File: src/rtl/sensor_seq_pkg.sv
// constants, states and carriers of the sensor power sample sequencer
package sensor_seq_pkg;

    // ------------------------------------------------------------
    // clock and timing
    // ------------------------------------------------------------
    localparam int CLK_HZ        = 100_000_000;   // mclk_in rate
    localparam int CYC_PER_MS    = CLK_HZ / 1000;
    localparam int PERIOD_MS     = 100;           // power-on period
    localparam int SETTLE_MS     = 10;            // sensor settling
    localparam int CONV_MS       = 100;           // conversion period
    localparam int PERIOD_CYCLES = PERIOD_MS * CYC_PER_MS;
    localparam int SETTLE_CYCLES = SETTLE_MS * CYC_PER_MS;
    localparam int CONV_CYCLES   = CONV_MS * CYC_PER_MS;

    // ------------------------------------------------------------
    // transfer layout and reset values
    // ------------------------------------------------------------
    localparam logic [15:0] RESULT_BASE  = 16'hea00; // first result word
    localparam logic [15:0] RESULT_STEP  = 16'h0002; // 16-bit results
    localparam logic [1:0]  LAST_SLOT    = 2'h3;     // four result words
    localparam logic [2:0]  CHAIN_COUNT  = 3'h4;     // chained transfers
    localparam logic [7:0]  LATCH_RESET  = 8'h00;    // sensor unpowered
    localparam logic [7:0]  MODE_RESET   = 8'h00;    // snooze off
    localparam logic [7:0]  SNOOZE_ON    = 8'h04;    // snooze-wake bit set
    localparam int          POWER_BIT    = 0;        // latch bit of pin
    localparam int          SNOOZE_BIT   = 2;        // mode bit of snooze
    localparam int          FIFO_DEPTH   = 4;

    // ------------------------------------------------------------
    // types
    // ------------------------------------------------------------
    typedef enum logic [2:0] {
        CH_IDLE    = 3'b000,
        CH_STORE   = 3'b001,
        CH_PWR_OFF = 3'b011,
        CH_SNZ_CLR = 3'b010,
        CH_SNZ_SET = 3'b110
    } chain_state_e;

    typedef struct packed {
        logic [15:0] addr;
        logic [15:0] data;
    } ram_word_s;

endpackage
File: src/rtl/sensor_power_sample_sequencer.sv
// sensor power switching and sampling sequencer with result fifo
// What this block does
// period timer fires every 100 ms, activating transfers
// period fire drives sensor power pin high
// first power-on waits 10 ms before conversions
// then interval ticks every 100 ms start conversions
// four conversions per power-on, then cycle repeats
// each end of conversion stores result to RAM
// end of conversion: power low, snooze clear, set
// power pin starts as output driven low
// pin high means power on, low off
// converter hardware-triggered by interval tick, one channel
// converter one-shot, one result per trigger
// period timer plain mode, 100 ms value
// channel 0 writes on-value to latch each fire
// result channel repeats over four words from ea00
// power-off channel chains, normal mode, count four
// channels 3 and 4 clear then set snooze
// counts exhausted halt; software rearms with four
// software picks settle and conversion compare values; here the SETTLE_CYC and CONV_CYC parameters fix them

// ------------------------------------------------------------
// result fifo
// ------------------------------------------------------------
module result_fifo #(
    parameter int WIDTH = 32,
    parameter int DEPTH = 4
) (
    input  wire logic             mclk_in,      // system clock
    input  wire logic             reset_n_in,   // sync reset, low
    input  wire logic             in_valid_in,  // push request
    output logic                  in_ready_out, // room for a word
    input  wire logic [WIDTH-1:0] in_data_in,   // pushed word
    output logic                  out_valid_out,// word available
    input  wire logic             out_ready_in, // sink takes word
    output logic [WIDTH-1:0]      out_data_out  // head word
);
    localparam int AW = (DEPTH > 1) ? $clog2(DEPTH) : 1;
    logic [WIDTH-1:0] mem [DEPTH];
    logic [AW-1:0]    wr_ptr;
    logic [AW-1:0]    rd_ptr;
    logic [AW:0]      fill;
    logic             push;
    logic             pop;

    assign push          = in_valid_in && in_ready_out;
    assign pop           = out_valid_out && out_ready_in;
    assign out_data_out  = mem[rd_ptr];

    // storage has no reset, only pointers, fill and flags do
    always_ff @(posedge mclk_in) begin
        if (push) begin
            mem[wr_ptr] <= in_data_in;
        end
    end

    // pointers wrap at depth, which need not be a power of two
    always_ff @(posedge mclk_in) begin
        if (!reset_n_in) begin
            wr_ptr <= '0;
            rd_ptr <= '0;
        end else begin
            if (push) begin
                wr_ptr <= (wr_ptr == AW'(DEPTH - 1)) ? '0 : wr_ptr + 1'b1;
            end
            if (pop) begin
                rd_ptr <= (rd_ptr == AW'(DEPTH - 1)) ? '0 : rd_ptr + 1'b1;
            end
        end
    end

    // fill level drives honest full and empty flags
    always_ff @(posedge mclk_in) begin
        if (!reset_n_in) begin
            fill          <= '0;
            in_ready_out  <= 1'b1;
            out_valid_out <= 1'b0;
        end else begin
            if (push && !pop) begin
                fill          <= fill + 1'b1;
                in_ready_out  <= (fill != (AW+1)'(DEPTH - 1));
                out_valid_out <= 1'b1;
            end else if (pop && !push) begin
                fill          <= fill - 1'b1;
                in_ready_out  <= 1'b1;
                out_valid_out <= (fill != (AW+1)'(1));
            end
        end
    end
endmodule

// ------------------------------------------------------------
// sequencer top
// ------------------------------------------------------------
module sensor_power_sample_sequencer
    import sensor_seq_pkg::*;
#(
    parameter int PERIOD_CYC = PERIOD_CYCLES, // power-on period
    parameter int SETTLE_CYC = SETTLE_CYCLES, // settling wait
    parameter int CONV_CYC   = CONV_CYCLES    // conversion period
) (
    input  wire logic        mclk_in,         // 100 MHz clock
    input  wire logic        reset_n_in,      // sync reset, low
    input  wire logic [7:0]  power_on_val_in, // on byte for latch
    input  wire logic [7:0]  power_off_val_in,// off / snooze clr byte
    input  wire logic [7:0]  snooze_val_in,   // snooze set byte
    input  wire logic        rearm_in,        // reload counts, enable
    input  wire logic        conv_done_in,    // end of conversion
    input  wire logic [15:0] conv_result_in,  // conversion result
    input  wire logic        ram_ready_in,    // ram takes a word
    output logic             sensor_power_enable_pin_out, // power
    output logic [7:0]       sensor_port_latch_out,       // port
    output logic [7:0]       converter_mode_control_out,  // mode
    output logic             converter_snooze_wake_bit_out, // snooze
    output logic             interval_tick_irq_out, // tick pulse
    output logic             conv_trigger_out,  // start conversion
    output logic             chain_halted_out,  // counts exhausted
    output logic             ram_valid_out,     // ram write valid
    output logic [15:0]      ram_addr_out,      // ram write address
    output logic [15:0]      ram_data_out       // ram write data
);
    logic [31:0]  period_cnt;
    logic         period_fire;
    logic         on_pending;
    logic [31:0]  it_cnt;
    logic         it_run;
    logic         settled;
    logic         tick;
    chain_state_e state;
    logic [2:0]   chain_left;
    logic [1:0]   slot;
    logic         fifo_ready;
    logic         fifo_valid;
    ram_word_s    push_word;
    ram_word_s    head_word;
    logic         push;

    // ------------------------------------------------------------
    // period timer: down counter, underflow every period
    // ------------------------------------------------------------
    always_ff @(posedge mclk_in) begin
        if (!reset_n_in) begin
            period_cnt  <= 32'(PERIOD_CYC - 1);
            period_fire <= 1'b0;
        end else begin
            period_fire <= (period_cnt == 32'h0);
            period_cnt  <= (period_cnt == 32'h0) ?
                           32'(PERIOD_CYC - 1) : period_cnt - 1'b1;
        end
    end

    // on-transfer waits if the off-transfer owns the latch this cycle
    always_ff @(posedge mclk_in) begin
        if (!reset_n_in) begin
            on_pending <= 1'b0;
        end else if (period_fire) begin
            on_pending <= 1'b1;
        end else if (state != CH_PWR_OFF) begin
            on_pending <= 1'b0;
        end
    end

    // ------------------------------------------------------------
    // port latch and power pin
    // ------------------------------------------------------------
    always_ff @(posedge mclk_in) begin
        if (!reset_n_in) begin
            sensor_port_latch_out <= LATCH_RESET;
        end else if (state == CH_PWR_OFF) begin
            sensor_port_latch_out <= power_off_val_in;
        end else if (on_pending) begin
            sensor_port_latch_out <= power_on_val_in;
        end
    end

    // pin mirrors latch bit: high powers the sensor
    always_ff @(posedge mclk_in) begin
        if (!reset_n_in) begin
            sensor_power_enable_pin_out <= 1'b0;
        end else if (state == CH_PWR_OFF) begin
            sensor_power_enable_pin_out <= power_off_val_in[POWER_BIT];
        end else if (on_pending) begin
            sensor_power_enable_pin_out <= power_on_val_in[POWER_BIT];
        end
    end

    // ------------------------------------------------------------
    // interval timer: settle once, then conversion period
    // ------------------------------------------------------------
    assign tick = it_run && (it_cnt == 32'h0);

    always_ff @(posedge mclk_in) begin
        if (!reset_n_in) begin
            it_run  <= 1'b0;
            settled <= 1'b0;
            it_cnt  <= 32'h0;
        end else if (!it_run && !settled &&
                     sensor_power_enable_pin_out) begin
            it_run <= 1'b1;
            it_cnt <= 32'(SETTLE_CYC - 1);
        end else if (tick) begin
            settled <= 1'b1;
            it_cnt  <= 32'(CONV_CYC - 1);
        end else if (it_run) begin
            it_cnt <= it_cnt - 1'b1;
        end
    end

    // the settle expiry arms snooze and clears the halt; it starts no conversion
    always_ff @(posedge mclk_in) begin
        if (!reset_n_in) begin
            interval_tick_irq_out <= 1'b0;
            conv_trigger_out      <= 1'b0;
        end else begin
            interval_tick_irq_out <= tick;
            conv_trigger_out      <= tick && settled &&
                converter_mode_control_out[SNOOZE_BIT];
        end
    end

    // ------------------------------------------------------------
    // converter mode register
    // ------------------------------------------------------------
    always_ff @(posedge mclk_in) begin
        if (!reset_n_in) begin
            converter_mode_control_out <= MODE_RESET;
        end else if (tick && !settled) begin
            converter_mode_control_out <= SNOOZE_ON;
        end else if (state == CH_SNZ_CLR) begin
            converter_mode_control_out <= power_off_val_in;
        end else if (state == CH_SNZ_SET) begin
            converter_mode_control_out <= snooze_val_in;
        end
    end

    assign converter_snooze_wake_bit_out =
        converter_mode_control_out[SNOOZE_BIT];

    // ------------------------------------------------------------
    // chained transfers on end of conversion
    // ------------------------------------------------------------
    // conversions arrive a period apart, so a busy chain drops none unless it stalls in CH_STORE on a full fifo
    always_ff @(posedge mclk_in) begin
        if (!reset_n_in) begin
            state <= CH_IDLE;
        end else begin
            case (state)
                CH_IDLE: begin
                    if (conv_done_in && !chain_halted_out) begin
                        state <= CH_STORE;
                    end
                end
                CH_STORE: begin
                    if (fifo_ready) begin
                        state <= CH_PWR_OFF;
                    end
                end
                CH_PWR_OFF: state <= CH_SNZ_CLR;
                CH_SNZ_CLR: state <= CH_SNZ_SET;
                CH_SNZ_SET: state <= CH_IDLE;
                default:    state <= CH_IDLE;
            endcase
        end
    end

    // activation halts once the chain counts run out; a halt landing
    // with a rearm wins, so a finished chain is never lost
    always_ff @(posedge mclk_in) begin
        if (!reset_n_in) begin
            chain_left       <= CHAIN_COUNT;
            chain_halted_out <= 1'b1;
        end else begin
            if (rearm_in) begin
                chain_left <= CHAIN_COUNT;
            end else if (state == CH_SNZ_SET) begin
                chain_left <= chain_left - 1'b1;
            end
            if (state == CH_SNZ_SET && chain_left == 3'h1) begin
                chain_halted_out <= 1'b1;
            end else if (rearm_in || (tick && !settled)) begin
                chain_halted_out <= 1'b0;
            end
        end
    end

    // result slot wraps after four words
    always_ff @(posedge mclk_in) begin
        if (!reset_n_in) begin
            slot <= 2'h0;
        end else if (push) begin
            slot <= (slot == LAST_SLOT) ? 2'h0 : slot + 1'b1;
        end
    end

    assign push           = (state == CH_STORE) && fifo_ready;
    assign push_word.addr = RESULT_BASE + 16'(RESULT_STEP * slot);
    assign push_word.data = conv_result_in;

    // ------------------------------------------------------------
    // result buffer toward ram
    // ------------------------------------------------------------
    result_fifo #(
        .WIDTH ($bits(ram_word_s)),
        .DEPTH (FIFO_DEPTH)
    ) u_fifo (
        .mclk_in       (mclk_in),
        .reset_n_in    (reset_n_in),
        .in_valid_in   (state == CH_STORE),
        .in_ready_out  (fifo_ready),
        .in_data_in    (push_word),
        .out_valid_out (fifo_valid),
        .out_ready_in  (ram_ready_in),
        .out_data_out  (head_word)
    );

    assign ram_valid_out = fifo_valid;
    assign ram_addr_out  = head_word.addr;
    assign ram_data_out  = head_word.data;

    // ------------------------------------------------------------
    // checks
    // ------------------------------------------------------------
    a_period_reload: assert property (
        @(posedge mclk_in) disable iff (!reset_n_in)
        period_fire |-> period_cnt == 32'(PERIOD_CYC - 1))
        else $error("period timer did not reload");

    a_power_on: assert property (
        @(posedge mclk_in) disable iff (!reset_n_in)
        on_pending && state != CH_PWR_OFF |=>
        sensor_power_enable_pin_out == $past(power_on_val_in[POWER_BIT]))
        else $error("power pin not driven on");

    a_settle_first: assert property (
        @(posedge mclk_in) disable iff (!reset_n_in)
        conv_trigger_out |-> settled && $past(settled))
        else $error("conversion before settling");

    a_tick_trigger: assert property (
        @(posedge mclk_in) disable iff (!reset_n_in)
        tick && settled && converter_snooze_wake_bit_out
        |=> conv_trigger_out ##1 !conv_trigger_out)
        else $error("tick did not start one conversion");

    a_halt_after4: assert property (
        @(posedge mclk_in) disable iff (!reset_n_in)
        state == CH_SNZ_SET && chain_left == 3'h1 && !rearm_in
        |=> chain_halted_out && chain_left == 3'h0)
        else $error("chain not halted after fourth");

    a_store_addr: assert property (
        @(posedge mclk_in) disable iff (!reset_n_in)
        push |-> push_word.addr[15:3] == RESULT_BASE[15:3]
        && push_word.addr[2:0] == {slot, 1'b0})
        else $error("result stored at wrong address");

    a_chain_order: assert property (
        @(posedge mclk_in) disable iff (!reset_n_in)
        state == CH_PWR_OFF |=> state == CH_SNZ_CLR
        ##1 state == CH_SNZ_SET ##1 state == CH_IDLE)
        else $error("chain order broken");

    a_snooze_set: assert property (
        @(posedge mclk_in) disable iff (!reset_n_in)
        state == CH_SNZ_SET |=>
        converter_mode_control_out == $past(snooze_val_in))
        else $error("snooze not set again");

    a_pin_reset: assert property (
        @(posedge mclk_in)
        !reset_n_in |=> !sensor_power_enable_pin_out
        && sensor_port_latch_out == LATCH_RESET)
        else $error("power pin not low after reset");

    c_power_on: cover property (
        @(posedge mclk_in) disable iff (!reset_n_in)
        $rose(sensor_power_enable_pin_out));
    c_store: cover property (
        @(posedge mclk_in) disable iff (!reset_n_in) push);
    c_halt: cover property (
        @(posedge mclk_in) disable iff (!reset_n_in)
        $rose(chain_halted_out));
    c_fifo_full: cover property (
        @(posedge mclk_in) disable iff (!reset_n_in)
        !fifo_ready && state == CH_STORE);
endmodule

File: config.mk
export PLATFORM = sky130hd
export DESIGN_NAME = sensor_power_sample_sequencer
export DESIGN_NICKNAME = d
export VERILOG_FILES = /design/src/rtl/sensor_seq_pkg.sv /design/src/rtl/sensor_power_sample_sequencer.sv
export SDC_FILE = /design/constraint.sdc
export NUM_CORES = 1
export LEC_CHECK = 0
export ABC_AREA = 0
export BUFFER_PORTS_ARGS = -buffer_cell sky130_fd_sc_hd__buf_2
export CAP_MARGIN = 20
export CORE_MARGIN = 2
export CORE_UTILIZATION = 60
export DETAILED_ROUTE_END_ITERATION = 6
export GPL_ROUTABILITY_DRIVEN = 0
export PLACE_DENSITY = 0.89
export SETUP_SLACK_MARGIN = 0.5
export SYNTH_ARGS = -nofsm -noshare
export SYNTH_HDL_FRONTEND = slang
export SYNTH_HIERARCHICAL = 1
export SYNTH_SLANG_ARGS = --single-unit
File: constraint.sdc
create_clock -name mclk_in -period 5.9 [get_ports mclk_in]
set_input_delay 1.18 -clock mclk_in [delete_from_list [all_inputs] [get_ports mclk_in]]
set_output_delay 1.18 -clock mclk_in [all_outputs]
set_load 0.05 [all_outputs]
==> Implementation_results.wiki <==
{| class="wikitable"
! Metric !! Value
|-
| DRT iter0 DRCs || 429
|-
| Area Growth Syn to Fin || 16.6%
|-
| Switching pwr || 0.000863 W
|-
| Overall Global Routing Usage || 22.5%
|-
| Total Wirelength || between 15 and 20 mm
|-
| Arrival time worst endpoint || 2.10 ns
|-
| Leak Pwr || 4.07 nW
|-
| Count of distinct cell types in the synthesized netlist || 51
|-
| Worst R2R Path Depth || 5
|-
| Startpoint of the most critical hold path || period_cnt[0]$_SDFF_PP1_
|-
| Minimum period implied by the final worst setup slack || 3.28 ns
|-
| Number of nets at the end of the flow || 932
|-
| TritonCTS clock tree || yes
|-
| CP delay by family, top || multiplexers
|-
| Worst Skew || 0.00972 ns
|-
| Part of the Yosys area used for sequential elements || 62.6%
|-
| Number of fill cells in the layout || roughly 1000
|-
| Die height || 130 µm
|-
| Routed via count || 6086
|-
| Setup violations, final || 0
|-
| Clock-pin slew of the registers on the worst-case setup and hold paths || 0.07 ns
|-
| Antenna violations before repair || 0
|-
| Dominant synthesized flop cell || sky130_fd_sc_hd__edfxtp_1
|-
| Area of all placed cells without fillers || 11100 µm²
|-
| Switch share || 24.0%
|-
| Number of hold violations in the final report || 0
|-
| Worst Hold Path Cells || 1
|-
| Worst Tran Pin Value || 0.896 ns
|-
| Layout cells sized above 1 || 21.0%
|-
| Worst reg2reg endpoint || it_cnt[27]$_SDFFE_PP0P_
|-
| Startpoint type of the worst setup path || flop
|-
| CTS Root Cell || sky130_fd_sc_hd__clkbuf_16
|-
| Fraction of power consumed by combinational cells || 10.1%
|-
| Peak per-stage delay on the critical path || 0.59 ns
|-
| Worst Hold Class || flop to flop
|-
| Fraction of synthesized cell area taken by the top area cell type || 40.3%
|-
| Critical path's slowest cell || sky130_fd_sc_hd__mux4_1
|-
| Async S/R FF share, synth || 0%
|-
| Initial cell density of the core || 60.7%
|-
| Via count of the first global-routing pass || 5965
|-
| Largest vdd supply drop || 186 µV
|-
| Count of buffers from port buffering || 98
|-
| Average cell area after synthesis || 13.3 µm²
|-
| Post_cts resized || 0
|-
| Row count || 46
|-
| Run status || finished clean
|-
| Io pins || between 90 and 100
|-
| List of cells traversed by the critical path || buf_12 > mux4_1 > buf_2
|-
| TritonCTS Buffers || 23
|-
| Area leader, netlist || sky130_fd_sc_hd__edfxtp_1
|-
| Post-CTS Hold Buffers || 0
|-
| End of the worst hold path || period_cnt[0]$_SDFF_PP1_
|-
| Total count of max-transition violations in the final report || 0
|-
| Mean routed wirelength per cell || 16.9 µm
|-
| Maximum level of the CTS H-tree || 1
|-
| P per Cell Area || between 300 and 400 nW/µm²
|-
| Placed cell areas || 10300 µm²
|-
| Core Footprint || between 15000 and 20000 µm²
|-
| Required time of the critical path || around 4.7 ns
|-
| Reg power frac || between 40 and 50%
|-
| Clock sink count || 234
|-
| EDFF count, synth || 128
|-
| Fin Setup TNS || 0 ns
|-
| DIE AREA || 16900 µm²
|-
| Buffers & Inverters on Critical Path || 2
|-
| Synth top area cells || sky130_fd_sc_hd__edfxtp_1, sky130_fd_sc_hd__dfxtp_1, sky130_fd_sc_hd__mux4_2
|-
| Pin count of the biggest net entering global routing || 33
|-
| Clock insertion delay at the later pin of the skew report || 0.50 ns
|-
| DR vias/cell || 5.53
|-
| Total of warnings raised by yosys || 6
|-
| Die Span X || 130 µm
|-
| Setup slack, reg-to-reg || 3.01 ns
|-
| Drt first pass iters || 5
|-
| Post-synthesis cell count || 716
|-
| Post-synth design cell area || around 9500 µm²
|-
| DPL Wire Length || 11.5 mm
|-
| Power after layout || 0.00359 W
|-
| Fraction of power consumed by the clock network || between 30% and 40%
|-
| R2r startpoint || it_cnt[4]$_SDFFE_PN0P_
|-
| Setup repair bufs after CTS || 0
|-
| Setup repair after global routing missed its margin || no
|-
| DRC violation count after routing || 0
|-
| Pint || approximately 0.0027 W
|-
| Max-capacitance violation count || 0
|-
| Highest clock frequency the design can meet || 0.305 GHz
|-
| Post-synthesis sequential element count || roughly 230
|-
| Total grt overflow || 0
|-
| Deepest clock path buffer count || 3
|-
| Diode count || 0
|-
| Top fanout value on the critical path || 28
|-
| Global-route wire length before repair || 30.0 mm
|-
| Share of the clock period used by the worst path || 55.5%
|-
| Crit Path Category || flop to output pin
|-
| Slew Limit Headroom || 39.7%
|-
| Post-route ant nets || 0
|-
| CP endpoint kind || output pin
|}
final cells by class:
cell class,instances,area [µm²],share of cell area [%]
sequential,234,5970,53.7
clock buffer,30,674,6.07
multi-input combinational,486,3500,31.5
timing repair buffer,105,556,5.00
tap,216,270,2.43
inverter,19,71.3,0.642
clock inverter,11,78.8,0.709
metal layers:
layer / part of all wire, % / GRT usage [%] / vias up
met4: 2.2 / 6.70 / 0
li1: - / - / 2902
met1: 42 / 29.4 / 2937
met2: 50 / 39.1 / 215
met3: 5.7 / 3.69 / 32
met5: 0 / 0 / -
registers in the layout, summed over array words and instances, names as in the netlist, 2 cells and up, named ones only:
register                    cells
u_fifo/fill                     3
u_fifo/rd_ptr                   2
it_cnt                         32
u_fifo/mem                    128
period_cnt                     32
state                           3
slot                            2
chain_left                      3
sensor_port_latch_out           8
converter_mode_control_out      8
u_fifo/wr_ptr                   2
power by group through the flow:
| stage | clock network [W] | logic [W] | registers (W) |
|---|---|---|---|
| after floorplan | 0 | 0.000277 | 0.00184 |
| after global placement | 0 | 0.000339 | 0.00183 |
| after detailed placement | 0 | 0.000347 | 0.00183 |
| after CTS | 0.00145 | 0.000352 | 0.00180 |
| after global routing | 0.00152 | 0.000398 | 0.00180 |
| final | 0.00143 | 0.000363 | 0.00179 |
cell usage in the layout (no fill, tap or decap), types with 4 or more instances in the layout:
cell type and instances:
sky130_fd_sc_hd__nand4_1 5, sky130_fd_sc_hd__nor2_1 78, sky130_fd_sc_hd__mux2i_1 20, sky130_fd_sc_hd__nand2_1 32, sky130_fd_sc_hd__and3_1 7, sky130_fd_sc_hd__buf_4 6, sky130_fd_sc_hd__a211oi_1 15, sky130_fd_sc_hd__nor4_1 25
sky130_fd_sc_hd__inv_1 21, sky130_fd_sc_hd__nor3_1 22, sky130_fd_sc_hd__xnor2_1 41, sky130_fd_sc_hd__mux4_2 30, sky130_fd_sc_hd__o21ai_0 11, sky130_fd_sc_hd__nand3_1 18, sky130_fd_sc_hd__xor2_1 12, sky130_fd_sc_hd__nand2b_1 7
sky130_fd_sc_hd__edfxtp_1 128, sky130_fd_sc_hd__clkbuf_16 25, sky130_fd_sc_hd__a21oi_1 21, sky130_fd_sc_hd__o211ai_1 5, sky130_fd_sc_hd__conb_1 56, sky130_fd_sc_hd__clkinv_2 6, sky130_fd_sc_hd__buf_2 98, sky130_fd_sc_hd__a31oi_1 5
sky130_fd_sc_hd__dfxtp_1 105, sky130_fd_sc_hd__nor3b_1 6, sky130_fd_sc_hd__or4_1 5, sky130_fd_sc_hd__nor2b_1 5, sky130_fd_sc_hd__or2_2 4, sky130_fd_sc_hd__ha_1 18, sky130_fd_sc_hd__or3_1 5
cell families after synthesis:
logic type,count (synthesis),share of synthesized area (%)
compound gates,69,4.58
xor+xnor,53,4.87
fa+ha+maj,18,2.36
buf+inv,50,2.84
flops,234,62.6
mux,52,9.74
other cells,2,0.0788
simple gates,238,12.9
per-stage QoR:
stage	utilization, %	worst slack (ns)	cells	hold slack, ns
2_1_floorplan	-	3.48	770	0.384
3_3_place_gp	65.8	2.70	1059	0.392
3_5_place_dp	65.8	2.66	1059	0.403
4_1_cts	70.6	2.15	1100	0.418
5_1_grt	70.7	2.54	1101	0.428
6_report	70.7	2.62	1101	0.424
worst register-to-register path, stage by stage, from the launching register on:
cell and delay (ns):
sky130_fd_sc_hd__dfxtp_1 0.35, sky130_fd_sc_hd__nor4_1 0.78, sky130_fd_sc_hd__and4_1 0.35, sky130_fd_sc_hd__nand3_1 0.44, sky130_fd_sc_hd__nand3_1 0.66, sky130_fd_sc_hd__nor2_1 0.16
cell usage after synthesis, types with 4 or more instances:
library cell,count
sky130_fd_sc_hd__nor2_1,78
sky130_fd_sc_hd__buf_1,4
sky130_fd_sc_hd__xnor2_1,41
sky130_fd_sc_hd__nor2b_1,5
sky130_fd_sc_hd__xor2_1,12
sky130_fd_sc_hd__clkbuf_1,16
sky130_fd_sc_hd__nor4_1,25
sky130_fd_sc_hd__and3_1,7
sky130_fd_sc_hd__nand4_1,5
sky130_fd_sc_hd__ha_1,18
sky130_fd_sc_hd__edfxtp_1,128
sky130_fd_sc_hd__or3_1,5
sky130_fd_sc_hd__nand2_1,32
sky130_fd_sc_hd__a31oi_1,5
sky130_fd_sc_hd__nand2b_1,7
sky130_fd_sc_hd__mux4_2,30
sky130_fd_sc_hd__inv_1,19
sky130_fd_sc_hd__nor3_1,22
sky130_fd_sc_hd__or4_1,5
sky130_fd_sc_hd__a211oi_1,15
sky130_fd_sc_hd__a21oi_1,21
sky130_fd_sc_hd__o21ai_0,11
sky130_fd_sc_hd__mux2i_1,20
sky130_fd_sc_hd__nor3b_1,6
sky130_fd_sc_hd__or2_2,4
sky130_fd_sc_hd__dfxtp_1,106
sky130_fd_sc_hd__o211ai_1,5
sky130_fd_sc_hd__nand3_1,18
worst max-delay path by stage:
stage,depth (start not counted),start,to
2_1_floorplan,2,flop,ram_addr_out[1]
3_3_place_gp,4,reset_n_in,period_cnt[19]$_SDFF_PP1_
3_5_place_dp,4,reset_n_in,period_cnt[19]$_SDFF_PP1_
4_1_cts,2,flop,ram_addr_out[1]
5_1_grt,3,flop,ram_addr_out[1]
6_report,3,flop,ram_addr_out[1]
No activity file was read; power rests on OpenSTA's default activity.
